[config.mk]
export PLATFORM = sky130hd
export DESIGN_NAME = nfs_core
export DESIGN_NICKNAME = d
export VERILOG_FILES = /design/src/inc/nfs_pkg.sv /design/src/core/nfs_fifo.sv /design/src/core/nfs_core.sv
export SDC_FILE = /design/constraint.sdc
export NUM_CORES = 1
export LEC_CHECK = 0
export BUFFER_PORTS_ARGS = -buffer_cell sky130_fd_sc_hd__buf_2
export CELL_PAD_IN_SITES_DETAIL_PLACEMENT = 0
export CELL_PAD_IN_SITES_GLOBAL_PLACEMENT = 1
export CORE_ASPECT_RATIO = 1.4
export CORE_MARGIN = 2
export CORE_UTILIZATION = 49
export DETAILED_ROUTE_END_ITERATION = 6
export PLACE_DENSITY_LB_ADDON = 0.1
export SLEW_MARGIN = 15
export SYNTH_ARGS = -nofsm -noshare
export SYNTH_HDL_FRONTEND = slang
export SYNTH_SLANG_ARGS = --single-unit
[constraint.sdc]
create_clock -name clk_sys_i -period 9.15 [get_ports clk_sys_i]
set_input_delay 0.915 -clock clk_sys_i [delete_from_list [all_inputs] [get_ports clk_sys_i]]
set_output_delay 0.915 -clock clk_sys_i [all_outputs]
set_load 0.05 [all_outputs]
[src/inc/nfs_pkg.sv]
// Shared constants and types for the flash strobe sequencer.
package nfs_pkg;

    // ------------------------------------------------------------------
    // System clock and flash controller clock limits
    // ------------------------------------------------------------------
    localparam int SYS_CLK_KHZ       = 125000;
    localparam int FLASH_CLK_MAX_KHZ = 66000;
    localparam int FLASH_CLK_DEF_KHZ = 16630;

    // The controller clock period is counted in system cycles, rounded so that it never runs faster than asked.
    localparam int T_CYC_MIN = (SYS_CLK_KHZ + FLASH_CLK_MAX_KHZ - 1) / FLASH_CLK_MAX_KHZ;
    localparam int T_CYC_DEF = (SYS_CLK_KHZ + FLASH_CLK_DEF_KHZ - 1) / FLASH_CLK_DEF_KHZ;
    localparam int HALF_MIN  = (T_CYC_MIN + 1) / 2;
    localparam int HALF_DEF  = (T_CYC_DEF + 1) / 2;

    // Suggested divider ratios for a 266 MHz core clock.
    localparam int CORE_CLK_KHZ  = 266000;
    localparam int DIV_SUGGEST_A = 12;
    localparam int DIV_SUGGEST_B = 8;

    // ------------------------------------------------------------------
    // Strobe phase lengths in half controller periods
    // ------------------------------------------------------------------
    localparam int WR_SETUP_HT = 2;
    localparam int WR_PULSE_HT = 2;
    localparam int WR_HOLD_HT  = 2;
    localparam int RD_WAIT_HT  = 8;
    localparam int RD_LOW_HT   = 3;
    localparam int RD_HIGH_HT  = 1;
    localparam int PHASE_W     = 4;

    // Read data must be stable this long before the sampling edge.
    localparam int DATA_SETUP_NS = 15;

    // ------------------------------------------------------------------
    // Commands and states
    // ------------------------------------------------------------------
    typedef enum logic [1:0] {
        NFS_OP_CMD,
        NFS_OP_ADDR,
        NFS_OP_WRITE,
        NFS_OP_READ
    } nfs_op_type;

    typedef enum logic [2:0] {
        NFS_IDLE,
        NFS_WR_SETUP,
        NFS_WR_LOW,
        NFS_WR_HOLD,
        NFS_RD_WAIT,
        NFS_RD_LOW,
        NFS_RD_HIGH
    } nfs_state_type;

endpackage

[src/core/nfs_fifo.sv]
// Small first-in first-out buffer with a registered output word.
module nfs_fifo #(
    parameter int W     = 8,
    parameter int DEPTH = 4
) (
    input  wire logic         clk_sys_i,
    input  wire logic         rst_i,
    input  wire logic         in_valid_i,
    output logic              in_ready_o,
    input  wire logic [W-1:0] in_data_i,
    output logic              out_valid_o,
    input  wire logic         out_ready_i,
    output logic [W-1:0]      out_data_o
);

    localparam int AW = (DEPTH > 1) ? $clog2(DEPTH) : 1;

    if (DEPTH < 2 || (1 << AW) != DEPTH) begin : g_chk
        $error("nfs_fifo: DEPTH must be a power of two of at least 2");
    end

    logic [W-1:0]  mem_q [DEPTH];
    logic [AW-1:0] wptr_q;
    logic [AW-1:0] rptr_q;
    logic [AW:0]   cnt_q;
    logic          out_valid_q;
    logic [W-1:0]  out_data_q;
    logic          push;
    logic          pop;

    assign in_ready_o  = (cnt_q != (AW+1)'(DEPTH));
    assign push        = in_valid_i && in_ready_o;
    // The output word reloads when it is empty or being taken, so a stalled reader really fills the store.
    assign pop         = (cnt_q != '0) && (!out_valid_q || out_ready_i);
    assign out_valid_o = out_valid_q;
    assign out_data_o  = out_data_q;

    always_ff @(posedge clk_sys_i) begin
        if (push) begin
            mem_q[wptr_q] <= in_data_i;
        end
    end

    always_ff @(posedge clk_sys_i) begin
        if (rst_i) begin
            wptr_q      <= '0;
            rptr_q      <= '0;
            cnt_q       <= '0;
            out_valid_q <= 1'b0;
            out_data_q  <= '0;
        end else begin
            if (push) begin
                wptr_q <= wptr_q + 1'b1;
            end
            if (pop) begin
                rptr_q      <= rptr_q + 1'b1;
                out_data_q  <= mem_q[rptr_q];
                out_valid_q <= 1'b1;
            end else if (out_ready_i) begin
                out_valid_q <= 1'b0;
            end
            if (push && !pop) begin
                cnt_q <= cnt_q + 1'b1;
            end else if (pop && !push) begin
                cnt_q <= cnt_q - 1'b1;
            end
        end
    end

endmodule

[src/core/nfs_core.sv]
// Strobe sequencer that drives latch, select, write and read strobes toward a NAND flash.

// Operation
// - All strobe intervals counted in half controller periods.
// - Write setup, hold, pulse each one period.
// - Read waits 4T, low 1.5T, high 0.5T.
// - Controller clock never above its maximum.
// - Controller clock starts at default frequency.
// - Divider divides source clock by programmed ratio, odd ratios rounded up to even, at least 2.
// - Read data sampled on controller clock edge.
module nfs_core #(
    parameter int DATA_W     = 8,
    parameter int DIV_W      = 8,
    parameter int FIFO_DEPTH = 4
) (
    input  wire logic              clk_sys_i,
    input  wire logic              rst_i,

    // Command side.
    input  wire logic              cmd_valid_i,
    output logic                   cmd_ready_o,
    input  wire logic [1:0]        cmd_kind_i,
    input  wire logic [DATA_W-1:0] cmd_data_i,

    // Divider programming, system cycles per controller period.
    input  wire logic [DIV_W-1:0]  flash_clock_divider_i,
    input  wire logic              div_load_i,

    // Read data stream.
    output logic                   rd_valid_o,
    input  wire logic              rd_ready_i,
    output logic [DATA_W-1:0]      rd_data_o,
    output logic                   busy_o,

    // Flash pins.
    output logic                   cmd_latch_enable_o,
    output logic                   addr_latch_enable_o,
    output logic                   flash_chip_select_n_o,
    output logic                   flash_write_strobe_n_o,
    output logic                   flash_read_strobe_n_o,
    output logic [DATA_W-1:0]      flash_data_o,
    output logic                   flash_data_oe_n_o,
    input  wire logic [DATA_W-1:0] flash_data_i,
    input  wire logic              flash_ready_i
);

    // ------------------------------------------------------------------
    // Elaboration checks
    // ------------------------------------------------------------------
    if (DIV_W < 4 || DIV_W > 16) begin : g_chk_div
        $error("nfs_core: DIV_W must lie between 4 and 16");
    end

    if (DATA_W < 1) begin : g_chk_data
        $error("nfs_core: DATA_W must be at least 1");
    end

    if (nfs_pkg::HALF_DEF >= (1 << DIV_W)) begin : g_chk_def
        $error("nfs_core: DIV_W too narrow for the default divider");
    end

    // Divider constants sized to the counters.
    localparam logic [DIV_W-1:0]   HALF_MIN_V = DIV_W'(nfs_pkg::HALF_MIN);
    localparam logic [DIV_W-1:0]   HALF_DEF_V = DIV_W'(nfs_pkg::HALF_DEF);

    localparam logic [DIV_W-1:0]   DIV_ONE    = DIV_W'(1);
    localparam logic [nfs_pkg::PHASE_W-1:0] PH_ONE = nfs_pkg::PHASE_W'(1);

    // ------------------------------------------------------------------
    // State
    // ------------------------------------------------------------------
    typedef struct packed {
        nfs_pkg::nfs_state_type st;
        logic [DIV_W-1:0]             div_half;
        logic [DIV_W-1:0]             div_cnt;
        logic [nfs_pkg::PHASE_W-1:0]  phase;

        // Registered pin levels.
        logic                         cle;
        logic                         ale;
        logic                         cs_n;
        logic                         we_n;
        logic                         re_n;
        logic [DATA_W-1:0]            io_out;
        logic                         io_oe_n;

        // Two-flop pin synchronisers.
        logic                         rdy_meta;
        logic                         rdy_sync;
        logic [DATA_W-1:0]            io_meta;
        logic [DATA_W-1:0]            io_sync;

        // Captured byte and buffer write.
        logic [DATA_W-1:0]            rd_data;
        logic                         push;
    } nfs_core_state_type;

    nfs_core_state_type q;
    nfs_core_state_type d;

    // Combinational helpers.
    logic                        fifo_in_ready;
    logic                        tick;
    logic                        phase_done;
    logic [nfs_pkg::PHASE_W-1:0] phase_lim;
    logic [DIV_W-1:0]            req_half;
    nfs_pkg::nfs_op_type         kind;

    assign kind = nfs_pkg::nfs_op_type'(cmd_kind_i);

    // A read is only started with room for its byte, so the buffer can never overflow.
    assign cmd_ready_o = (q.st == nfs_pkg::NFS_IDLE)
                      && ((kind != nfs_pkg::NFS_OP_READ) || (fifo_in_ready && !q.push));

    // The half period is the divider ratio halved and rounded up, then held at the floor.
    always_comb begin
        req_half = (flash_clock_divider_i >> 1) + DIV_W'(flash_clock_divider_i[0]);
        if (req_half < HALF_MIN_V) begin
            req_half = HALF_MIN_V;
        end
    end

    // ------------------------------------------------------------------
    // Controller clock tick and phase length
    // ------------------------------------------------------------------
    assign tick = (q.div_cnt == '0);

    // Phase length of each state, in half controller periods.
    always_comb begin
        case (q.st)
            nfs_pkg::NFS_WR_SETUP: phase_lim = nfs_pkg::PHASE_W'(nfs_pkg::WR_SETUP_HT);
            nfs_pkg::NFS_WR_LOW:   phase_lim = nfs_pkg::PHASE_W'(nfs_pkg::WR_PULSE_HT);
            nfs_pkg::NFS_WR_HOLD:  phase_lim = nfs_pkg::PHASE_W'(nfs_pkg::WR_HOLD_HT);
            nfs_pkg::NFS_RD_WAIT:  phase_lim = nfs_pkg::PHASE_W'(nfs_pkg::RD_WAIT_HT);
            nfs_pkg::NFS_RD_LOW:   phase_lim = nfs_pkg::PHASE_W'(nfs_pkg::RD_LOW_HT);
            nfs_pkg::NFS_RD_HIGH:  phase_lim = nfs_pkg::PHASE_W'(nfs_pkg::RD_HIGH_HT);
            default:               phase_lim = PH_ONE;
        endcase
    end

    // A phase ends on the tick that completes its last half period.
    assign phase_done = tick && (q.phase == phase_lim - PH_ONE);

    // ------------------------------------------------------------------
    // Next state
    // ------------------------------------------------------------------
    always_comb begin
        d          = q;
        d.push     = 1'b0;
        d.rdy_meta = flash_ready_i;
        d.rdy_sync = q.rdy_meta;
        d.io_meta  = flash_data_i;
        d.io_sync  = q.io_meta;

        // The divider runs on its own and marks each half period.
        if (tick) begin
            d.div_cnt = q.div_half - DIV_ONE;
        end else begin
            d.div_cnt = q.div_cnt - DIV_ONE;
        end

        if (tick) begin
            d.phase = phase_done ? '0 : q.phase + PH_ONE;
        end

        case (q.st)
            nfs_pkg::NFS_IDLE: begin
                d.phase   = '0;
                d.cle     = 1'b0;
                d.ale     = 1'b0;
                d.cs_n    = 1'b1;
                d.we_n    = 1'b1;
                d.re_n    = 1'b1;
                d.io_oe_n = 1'b1;

                // Changing the ratio mid-transfer would shorten a phase, so it is taken only while idle.
                if (div_load_i) begin
                    d.div_half = req_half;
                end

                if (cmd_valid_i && cmd_ready_o) begin
                    // Restart the divider so the first phase gets its full length.
                    d.div_cnt = q.div_half - DIV_ONE;
                    d.cs_n    = 1'b0;
                    if (kind == nfs_pkg::NFS_OP_READ) begin
                        d.st = nfs_pkg::NFS_RD_WAIT;
                    end else begin
                        d.st      = nfs_pkg::NFS_WR_SETUP;
                        d.cle     = (kind == nfs_pkg::NFS_OP_CMD);
                        d.ale     = (kind == nfs_pkg::NFS_OP_ADDR);
                        d.io_out  = cmd_data_i;
                        d.io_oe_n = 1'b0;
                    end
                end
            end

            nfs_pkg::NFS_WR_SETUP: begin
                if (phase_done) begin
                    d.we_n = 1'b0;
                    d.st   = nfs_pkg::NFS_WR_LOW;
                end
            end

            nfs_pkg::NFS_WR_LOW: begin
                if (phase_done) begin
                    d.we_n = 1'b1;
                    d.st   = nfs_pkg::NFS_WR_HOLD;
                end
            end

            nfs_pkg::NFS_WR_HOLD: begin
                if (phase_done) begin
                    d.cle     = 1'b0;
                    d.ale     = 1'b0;
                    d.cs_n    = 1'b1;
                    d.io_oe_n = 1'b1;
                    d.st      = nfs_pkg::NFS_IDLE;
                end
            end

            nfs_pkg::NFS_RD_WAIT: begin
                if (!q.rdy_sync) begin
                    // The wait restarts whenever the flash drops ready again.
                    d.phase   = '0;
                    d.div_cnt = q.div_half - DIV_ONE;
                end else if (phase_done) begin
                    d.re_n = 1'b0;
                    d.st   = nfs_pkg::NFS_RD_LOW;
                end
            end

            nfs_pkg::NFS_RD_LOW: begin
                if (phase_done) begin
                    // The synchroniser adds two system cycles, which covers the flash data setup window.
                    d.rd_data = q.io_sync;
                    d.push    = 1'b1;
                    d.re_n    = 1'b1;
                    d.st      = nfs_pkg::NFS_RD_HIGH;
                end
            end

            nfs_pkg::NFS_RD_HIGH: begin
                // Recovery time before the select is released.
                if (phase_done) begin
                    d.cs_n = 1'b1;
                    d.st   = nfs_pkg::NFS_IDLE;
                end
            end

            default: begin
                d.st = nfs_pkg::NFS_IDLE;
            end
        endcase
    end

    // ------------------------------------------------------------------
    // State register
    // ------------------------------------------------------------------
    always_ff @(posedge clk_sys_i) begin
        if (rst_i) begin
            // Pins park at their idle levels while reset is held.
            q          <= '0;
            q.st       <= nfs_pkg::NFS_IDLE;
            q.div_half <= HALF_DEF_V;
            q.cs_n     <= 1'b1;
            q.we_n     <= 1'b1;
            q.re_n     <= 1'b1;
            q.io_oe_n  <= 1'b1;
        end else begin
            q <= d;
        end
    end

    // ------------------------------------------------------------------
    // Read data buffer
    // ------------------------------------------------------------------
    // A read is refused, never dropped, while this store is full.
    nfs_fifo #(
        .W     (DATA_W),
        .DEPTH (FIFO_DEPTH)
    ) u_fifo (
        .clk_sys_i   (clk_sys_i),
        .rst_i       (rst_i),
        .in_valid_i  (q.push),
        .in_ready_o  (fifo_in_ready),
        .in_data_i   (q.rd_data),
        .out_valid_o (rd_valid_o),
        .out_ready_i (rd_ready_i),
        .out_data_o  (rd_data_o)
    );

    assign busy_o                 = (q.st != nfs_pkg::NFS_IDLE);

    // Every pin comes straight from a register, so none can glitch.
    assign cmd_latch_enable_o     = q.cle;
    assign addr_latch_enable_o    = q.ale;
    assign flash_chip_select_n_o  = q.cs_n;
    assign flash_write_strobe_n_o = q.we_n;
    assign flash_read_strobe_n_o  = q.re_n;
    assign flash_data_o           = q.io_out;
    assign flash_data_oe_n_o      = q.io_oe_n;

endmodule

Word level (Yosys, flattened, before mapping)
Memories as Yosys holds them, arrays and structs flattened. A register that Yosys moved wholly into a read port is not among the register bits.
Cells that the tools add are included.
Word-level totals
  flip-flop bits (word level): 72
  RAM bits: 32
  bits of input ports: 32
  output and inout port bits: 25
  word-level logic and storage cells: 127
  memories: 1
Memory list
  u_fifo.mem_q: words 4, width 8, rd ports 1, clocked after memory_dff 1, wr ports 1, line nfs_fifo.sv:22  | logic [W-1:0] mem_q [DEPTH];
Operators by class
  $add $sub $neg: 9
  magnitude comparators: 1
  equality and inequality tests: 20
  multiplexer cells: 37
  bitwise gates (word level): 2
  reductions and logical operators: 36
Operators with widths (count)
  two-way mux 3 bit: 12
  two-way mux 8 bit: 3
  case mux 12 bit (2 select lines): 1
  case mux 3 bit (6 select lines): 1
  != test 2 bit (second input constant): 8
  subtractor 8 x 1 -> 8 bit (second input constant): 2
  nonzero test 3 bit: 5
  two-way mux 12 bit: 1
  case mux 4 bit (3 select lines): 1
  two-way mux 1 bit: 10
  equality test 3 bit (second input constant): 3
  case mux 1 bit (3 select lines): 3
  AND reduction 3 bit: 3
  adder 7 x 1 -> 8 bit: 1
  logical AND 1 bit: 8
  logical NOT 8 bit: 1
  less-than comparator 8 x 1 -> 1 bit (second input constant): 1
  two-way mux 4 bit: 2
  AND reduction 7 bit: 1
  equality test 3 x 2 -> 1 bit (second input constant): 2
  AND reduction 2 bit: 3
  nonzero test 2 bit: 3
  adder 2 x 1 -> 2 bit (second input constant): 2
  adder 4 x 1 -> 4 bit (second input constant): 1
  20 further kinds: 27

Logic depth before layout (Yosys ltp)
  word-level depth: 10
  gate-level depth with buffers: 10

Cells and area by module
Synthesis repeated with hierarchy kept, for this count alone.
Unflattened totals
  cell total of the unflattened synthesis: 456
  area total of the unflattened synthesis: 4919.7 µm²
Modules (own cells, without submodules)
  nfs_core: instances 1, cells an instance 324, area an instance 2980.4 µm², sequential area each 1281.2 µm²
  nfs_fifo: instances 1, cells an instance 132, area an instance 1939.4 µm², sequential area each 1281.2 µm²

Worst setup path after synthesis
No wires, ideal clock.
  path type: register to register
  start: register q[63] in the netlist's numbering
  end: register q, in the netlist flash_read_strobe_n_o
  setup time: 0.135 ns
  arrival time: 2.742 ns
  path slack: 6.273 ns
  stages on the path, launching flop included: 10
  cells stage by stage: dfxtp_1 -> clkbuf_1 -> clkbuf_1 -> xnor2_1 -> ha_1 -> or3_1 -> a22o_1 -> a211o_1 -> o31a_1 -> or4_4
On the way
  word-level cells in the longest chain between the ends: 8
  elaborated cells between the ends (all ways): 17
RTL lines
  start, declared: line nfs_core.sv:98  | nfs_core_state_type q;
  equality test 3 x 2 -> 1 bit or equality test 3 x 1 -> 1 bit (tied branches): line nfs_core.sv:130  | case (q.st)
  OR reduction 3 bit (no line)
  case mux 4 bit (3 select lines): line nfs_core.sv:130
  subtractor 4 x 1 -> 4 bit: line nfs_core.sv:142  | assign phase_done = tick && (q.phase == phase_lim - PH_ONE);
  equality test 4 bit: line nfs_core.sv:142
  logical AND 1 bit: line nfs_core.sv:142
  != test 2 bit (no line)
  AND reduction 4 bit (no line)
Parallel ways exist; a longest one is shown, timed or not.
A chain may end at the register's enable or synchronous reset.

Worst setup path after layout
  start: register q[61] in the netlist's numbering
  end: register q, in the netlist flash_read_strobe_n_o
Same word-level chain as after synthesis.

==> flow_summary.html <==
<table>
<tr><th>Metric</th><th>Value</th></tr>
<tr><th colspan="2">Outcome</th></tr>
<tr><td>Status</td><td>finished, final reports clean</td></tr>
<tr><th colspan="2">CTS</th></tr>
<tr><td>Htree depth</td><td>3</td></tr>
<tr><td>Max clock buf depth</td><td>2</td></tr>
<tr><td>Clk sinks</td><td>112</td></tr>
<tr><td>Number of buffers created by CTS</td><td>9</td></tr>
<tr><td>Setup repair bufs after CTS</td><td>0</td></tr>
<tr><td>Clock slew seen by the registers of the worst setup and hold paths</td><td>70 ps</td></tr>
<tr><td>CTS Root Cell</td><td>sky130_fd_sc_hd__clkbuf_16</td></tr>
<tr><td># resized after CTS</td><td>0</td></tr>
<tr><td>CTS tree</td><td>yes</td></tr>
<tr><td>Cts hold-fix bufs</td><td>0</td></tr>
<tr><td>Insertion delay of the later-clocked pin in the worst-skew pair</td><td>350 ps</td></tr>
<tr><th colspan="2">GRT</th></tr>
<tr><td>Most crowded layer after global routing</td><td>met2</td></tr>
<tr><td>Global routing met2 resource utilization</td><td>31.67%</td></tr>
<tr><td>Number of antenna violations at the first check in global routing</td><td>0</td></tr>
<tr><td>Met3 track utilization from global routing</td><td>2.710%</td></tr>
<tr><td>Overall global routing resource usage</td><td>17.91%</td></tr>
<tr><td>First-pass GRT wire length</td><td>14.77 mm</td></tr>
<tr><td>Maximum number of pins on one net before global-route repair</td><td>92</td></tr>
<tr><td>Overflow left after global routing</td><td>0</td></tr>
<tr><td>Vias in the first global route</td><td>3145</td></tr>
<tr><td>Global Route met1 Usage</td><td>20.42%</td></tr>
<tr><th colspan="2">Critical path</th></tr>
<tr><td>Largest fanout of any net on the critical path</td><td>14</td></tr>
<tr><td>Critical path class</td><td>reg2reg</td></tr>
<tr><td>Logic depth of the worst path, buffers included</td><td>8</td></tr>
<tr><td>Slowest stage cell, crit path</td><td>sky130_fd_sc_hd__or4_4</td></tr>
<tr><td>CP startpoint kind</td><td>flop</td></tr>
<tr><td>Ordered cell list for the critical path</td><td>nor2_2 &gt; xnor2_1 &gt; ha_1 &gt; or3_1 &gt; a22o_1 &gt; a211o_1 &gt; o31a_1 &gt; or4_4</td></tr>
<tr><td>Number of cells on the worst reg-to-reg path</td><td>8</td></tr>
<tr><td>CP startpoint</td><td>q[61]</td></tr>
<tr><td>CP delay by family, top</td><td>simple AND/OR/NAND/NOR gates</td></tr>
<tr><td>Worst R2R End</td><td>flash_read_strobe_n_o</td></tr>
<tr><td>Launch instance of the worst register-to-register path</td><td>q[61]</td></tr>
<tr><td>Arrival time reported for the critical path endpoint</td><td>3300 ps</td></tr>
<tr><td>Reg2Reg Setup Slack</td><td>6060 ps</td></tr>
<tr><td>Category of the worst setup path capture point</td><td>flop</td></tr>
<tr><td>Worst path required time</td><td>9370 ps</td></tr>
<tr><td>Critical path endpoint</td><td>flash_read_strobe_n_o</td></tr>
<tr><td>Maximum single-stage delay on the critical path</td><td>470 ps</td></tr>
<tr><td>CP Buf/Inv Count</td><td>0</td></tr>
<tr><th colspan="2">Die</th></tr>
<tr><td>Starting density of the core</td><td>49.92%</td></tr>
<tr><td>Num rows</td><td>43</td></tr>
<tr><td>Num ports</td><td>57</td></tr>
<tr><td>Y dimension of the die</td><td>122.2 µm</td></tr>
<tr><td>Core outline area</td><td>9792 µm²</td></tr>
<tr><td>Chip Width</td><td>88.42 µm</td></tr>
<tr><td>DIE AREA</td><td>10800 µm²</td></tr>
<tr><th colspan="2">Timing</th></tr>
<tr><td>Worst slew margin relative to its limit</td><td>37.88%</td></tr>
<tr><td>Maximum achievable frequency</td><td>323.9 MHz</td></tr>
<tr><td>Endpoints failing setup</td><td>0</td></tr>
<tr><td>Max-slew violations</td><td>0</td></tr>
<tr><td>Final hold violations</td><td>0</td></tr>
<tr><td>Worst setup margin</td><td>6063 ps</td></tr>
<tr><td>Post-route fraction of the period consumed by the critical path</td><td>33.74%</td></tr>
<tr><td>RSZ-0062 raised after global routing</td><td>no</td></tr>
<tr><td>Min Clock Period, post-route</td><td>3087 ps</td></tr>
<tr><td>Post-route setup TNS</td><td>0 ps</td></tr>
<tr><td>Actual transition at the worst max-transition pin</td><td>929.4 ps</td></tr>
<tr><td>Post-Route Skew</td><td>10.73 ps</td></tr>
<tr><th colspan="2">Yosys</th></tr>
<tr><td>Syn Inst Count</td><td>455</td></tr>
<tr><td>Largest area contributor in the synthesized netlist</td><td>sky130_fd_sc_hd__dfxtp_1</td></tr>
<tr><td>Per-instance average area after synthesis</td><td>10.74 µm²</td></tr>
<tr><td>Number of warnings issued by yosys</td><td>0</td></tr>
<tr><td>Syn Nets</td><td>500</td></tr>
<tr><td>Syn Std Cell Area</td><td>4888 µm²</td></tr>
<tr><td>Post-synth EDFFs</td><td>32</td></tr>
<tr><td>Area share of the largest cell type after synthesis</td><td>32.76%</td></tr>
<tr><td>Post-synthesis sequential area ratio</td><td>52.42%</td></tr>
<tr><td>Number of storage elements in the synthesis netlist</td><td>112</td></tr>
<tr><td>Synth top area cells</td><td>sky130_fd_sc_hd__dfxtp_1 33%, sky130_fd_sc_hd__edfxtp_1 20%, sky130_fd_sc_hd__mux2i_1 3.7%, sky130_fd_sc_hd__mux4_2 3.7%, sky130_fd_sc_hd__ha_1 3.1%</td></tr>
<tr><td>Share of flip-flops with an asynchronous set or reset</td><td>0%</td></tr>
<tr><td>Library cells used by synthesis</td><td>58</td></tr>
<tr><td>Dominant synthesized flop cell</td><td>sky130_fd_sc_hd__dfxtp_1</td></tr>
<tr><th colspan="2">Power and ir drop</th></tr>
<tr><td>Worst VDD drop</td><td>0.1272 mV</td></tr>
<tr><td>Total leakage power</td><td>2.138 nW</td></tr>
<tr><td>Cell area power density</td><td>293.6 nW/µm²</td></tr>
<tr><td>Total power consumption of the routed design</td><td>0.001611 W</td></tr>
<tr><th colspan="2">Detailed routing</th></tr>
<tr><td>DRC viols</td><td>0</td></tr>
<tr><td>Average wire per standard cell</td><td>14.26 µm</td></tr>
<tr><td>Remaining antenna violation count after routing</td><td>0</td></tr>
<tr><td>Total via count in the routed design</td><td>3324</td></tr>
<tr><td>Sum of routed wire length over all layers</td><td>9.012 mm</td></tr>
<tr><td>Vias per std cell</td><td>5.259</td></tr>
<tr><td>Starting DRC count in detailed routing</td><td>106</td></tr>
<tr><td>Detailed-routing iteration count for the pre-antenna-repair pass</td><td>5</td></tr>
<tr><th colspan="2">Place</th></tr>
<tr><td>Routability Congestion</td><td>0.8344</td></tr>
<tr><td>Area of placed instances</td><td>5201 µm²</td></tr>
<tr><td>Post-detailed-placement half-perimeter wirelength</td><td>6.462 mm</td></tr>
<tr><td>DP Worst Slack</td><td>5705 ps</td></tr>
<tr><td>I/O Buffers</td><td>56</td></tr>
<tr><th colspan="2">Job</th></tr>
<tr><td>Max-capacitance violation count</td><td>0</td></tr>
<tr><th colspan="2">Cells and area</th></tr>
<tr><td>Synth-to-layout area growth</td><td>12.26%</td></tr>
<tr><td>Count of filler cells inserted in the layout</td><td>910</td></tr>
<tr><td>Most frequent cells in the layout</td><td>80 x sky130_fd_sc_hd__dfxtp_1, 56 x sky130_fd_sc_hd__buf_2, 32 x sky130_fd_sc_hd__nor2_1, 32 x sky130_fd_sc_hd__edfxtp_1, 31 x sky130_fd_sc_hd__nand2_1</td></tr>
<tr><td>Proportion of layout cells with a drive suffix above 1</td><td>17.71%</td></tr>
<tr><td>Summed area of non-filler cells in the final layout</td><td>5488 µm²</td></tr>
<tr><td>Number of inserted diodes</td><td>0</td></tr>
<tr><td>Most common cell after layout, fill and taps aside</td><td>sky130_fd_sc_hd__dfxtp_1</td></tr>
<tr><td>Final #Nets</td><td>538</td></tr>
<tr><td>Utilization after layout</td><td>56.04%</td></tr>
<tr><th colspan="2">Min path</th></tr>
<tr><td>Classification of the worst-slack hold path</td><td>reg2reg</td></tr>
</table>
## stage by stage
| stage | instances | hold slack (ps) |
|---|---|---|
| floorplan | 455 | 413.8 |
| global placement | 617 | 419.6 |
| detailed placement | 617 | 426.6 |
| CTS | 632 | 444.1 |
| global route | 632 | 457.4 |
| finish | 632 | 438.6 |
## power by group
part           switching (W)  internal (W)  leakage (nW)
clock               0.000173      0.000212         0.132
combinational       0.000361      0.000219          1.01
sequential         0.0000731      0.000572         0.991
total               0.000608       0.00100          2.14
## metal layers
metal,vias to the layer above,routed length (µm)
li1,1682,-
met4,0,281
met3,16,187
met2,51,4878
met5,-,0
met1,1575,3664
## how the worst min path moves through the flow
| stage | startpoint | to | slack, ps | depth (start not counted) |
|---|---|---|---|---|
| 3_3_place_gp | d[9] | q[9] | 420 | 1 |
| 4_1_cts | d[10] | q[10] | 440 | 1 |
| 3_5_place_dp | d[10] | q[10] | 430 | 1 |
| 5_1_grt | d[13] | q[13] | 460 | 1 |
| 6_report | d[14] | q[14] | 440 | 1 |
| 2_1_floorplan | d[10] | q[10] | 410 | 1 |
## area by class of cell
type / instances / area, µm² / area share [%]
multi-input combinational: 294 / 2103 / 38.33
timing repair buffer: 59 / 302.8 / 5.518
clock inverter: 4 / 53.80 / 0.9804
clock buffer: 11 / 232.7 / 4.241
sequential: 112 / 2562 / 46.69
tap: 135 / 168.9 / 3.078
inverter: 17 / 63.81 / 1.163
## Yosys cell counts (3+ instances only)
library cell	n
sky130_fd_sc_hd__nor2b_1	20
sky130_fd_sc_hd__nand2b_1	19
sky130_fd_sc_hd__nor4_1	3
sky130_fd_sc_hd__xnor2_1	13
sky130_fd_sc_hd__nor3_1	16
sky130_fd_sc_hd__buf_4	8
sky130_fd_sc_hd__nand2_1	31
sky130_fd_sc_hd__mux4_2	8
sky130_fd_sc_hd__a211oi_1	13
sky130_fd_sc_hd__and2_1	7
sky130_fd_sc_hd__a21oi_1	19
sky130_fd_sc_hd__dfxtp_1	80
sky130_fd_sc_hd__mux2i_1	18
sky130_fd_sc_hd__nand3_1	6
sky130_fd_sc_hd__inv_1	16
sky130_fd_sc_hd__o31ai_1	7
sky130_fd_sc_hd__clkbuf_1	21
sky130_fd_sc_hd__o21ai_0	7
sky130_fd_sc_hd__ha_1	12
sky130_fd_sc_hd__or4_1	5
sky130_fd_sc_hd__edfxtp_1	32
sky130_fd_sc_hd__or3_1	3
sky130_fd_sc_hd__xor2_1	12
sky130_fd_sc_hd__a211o_1	4
sky130_fd_sc_hd__nor2_1	32
## state kept, by name, indices dropped and copies added (netlist names)
name and flops:
u_fifo.out_data_o 8, cmd_latch_enable_o 1, u_fifo.out_valid_o 1, u_fifo.rptr_q 2, flash_chip_select_n_o 1, flash_write_strobe_n_o 1, d 9, u_fifo.wptr_q 2
u_fifo.mem_q 32, q 41, flash_data_o 8, u_fifo.cnt_q 3, flash_read_strobe_n_o 1, flash_data_oe_n_o 1, addr_latch_enable_o 1
## kinds of logic (layout without fill, tap and decap cells)
logic type / count (synthesis) / count (layout) / synth area share (%)
flops: 112 / 112 / 52.42
xor+xnor: 26 / 26 / 4.940
fa+ha+maj: 13 / 13 / 3.481
compound gates: 71 / 71 / 9.931
simple gates: 158 / 158 / 17.30
buf+inv: 49 / 91 / 4.556
mux: 26 / 26 / 7.371
(Power assumes the default switching activity.)
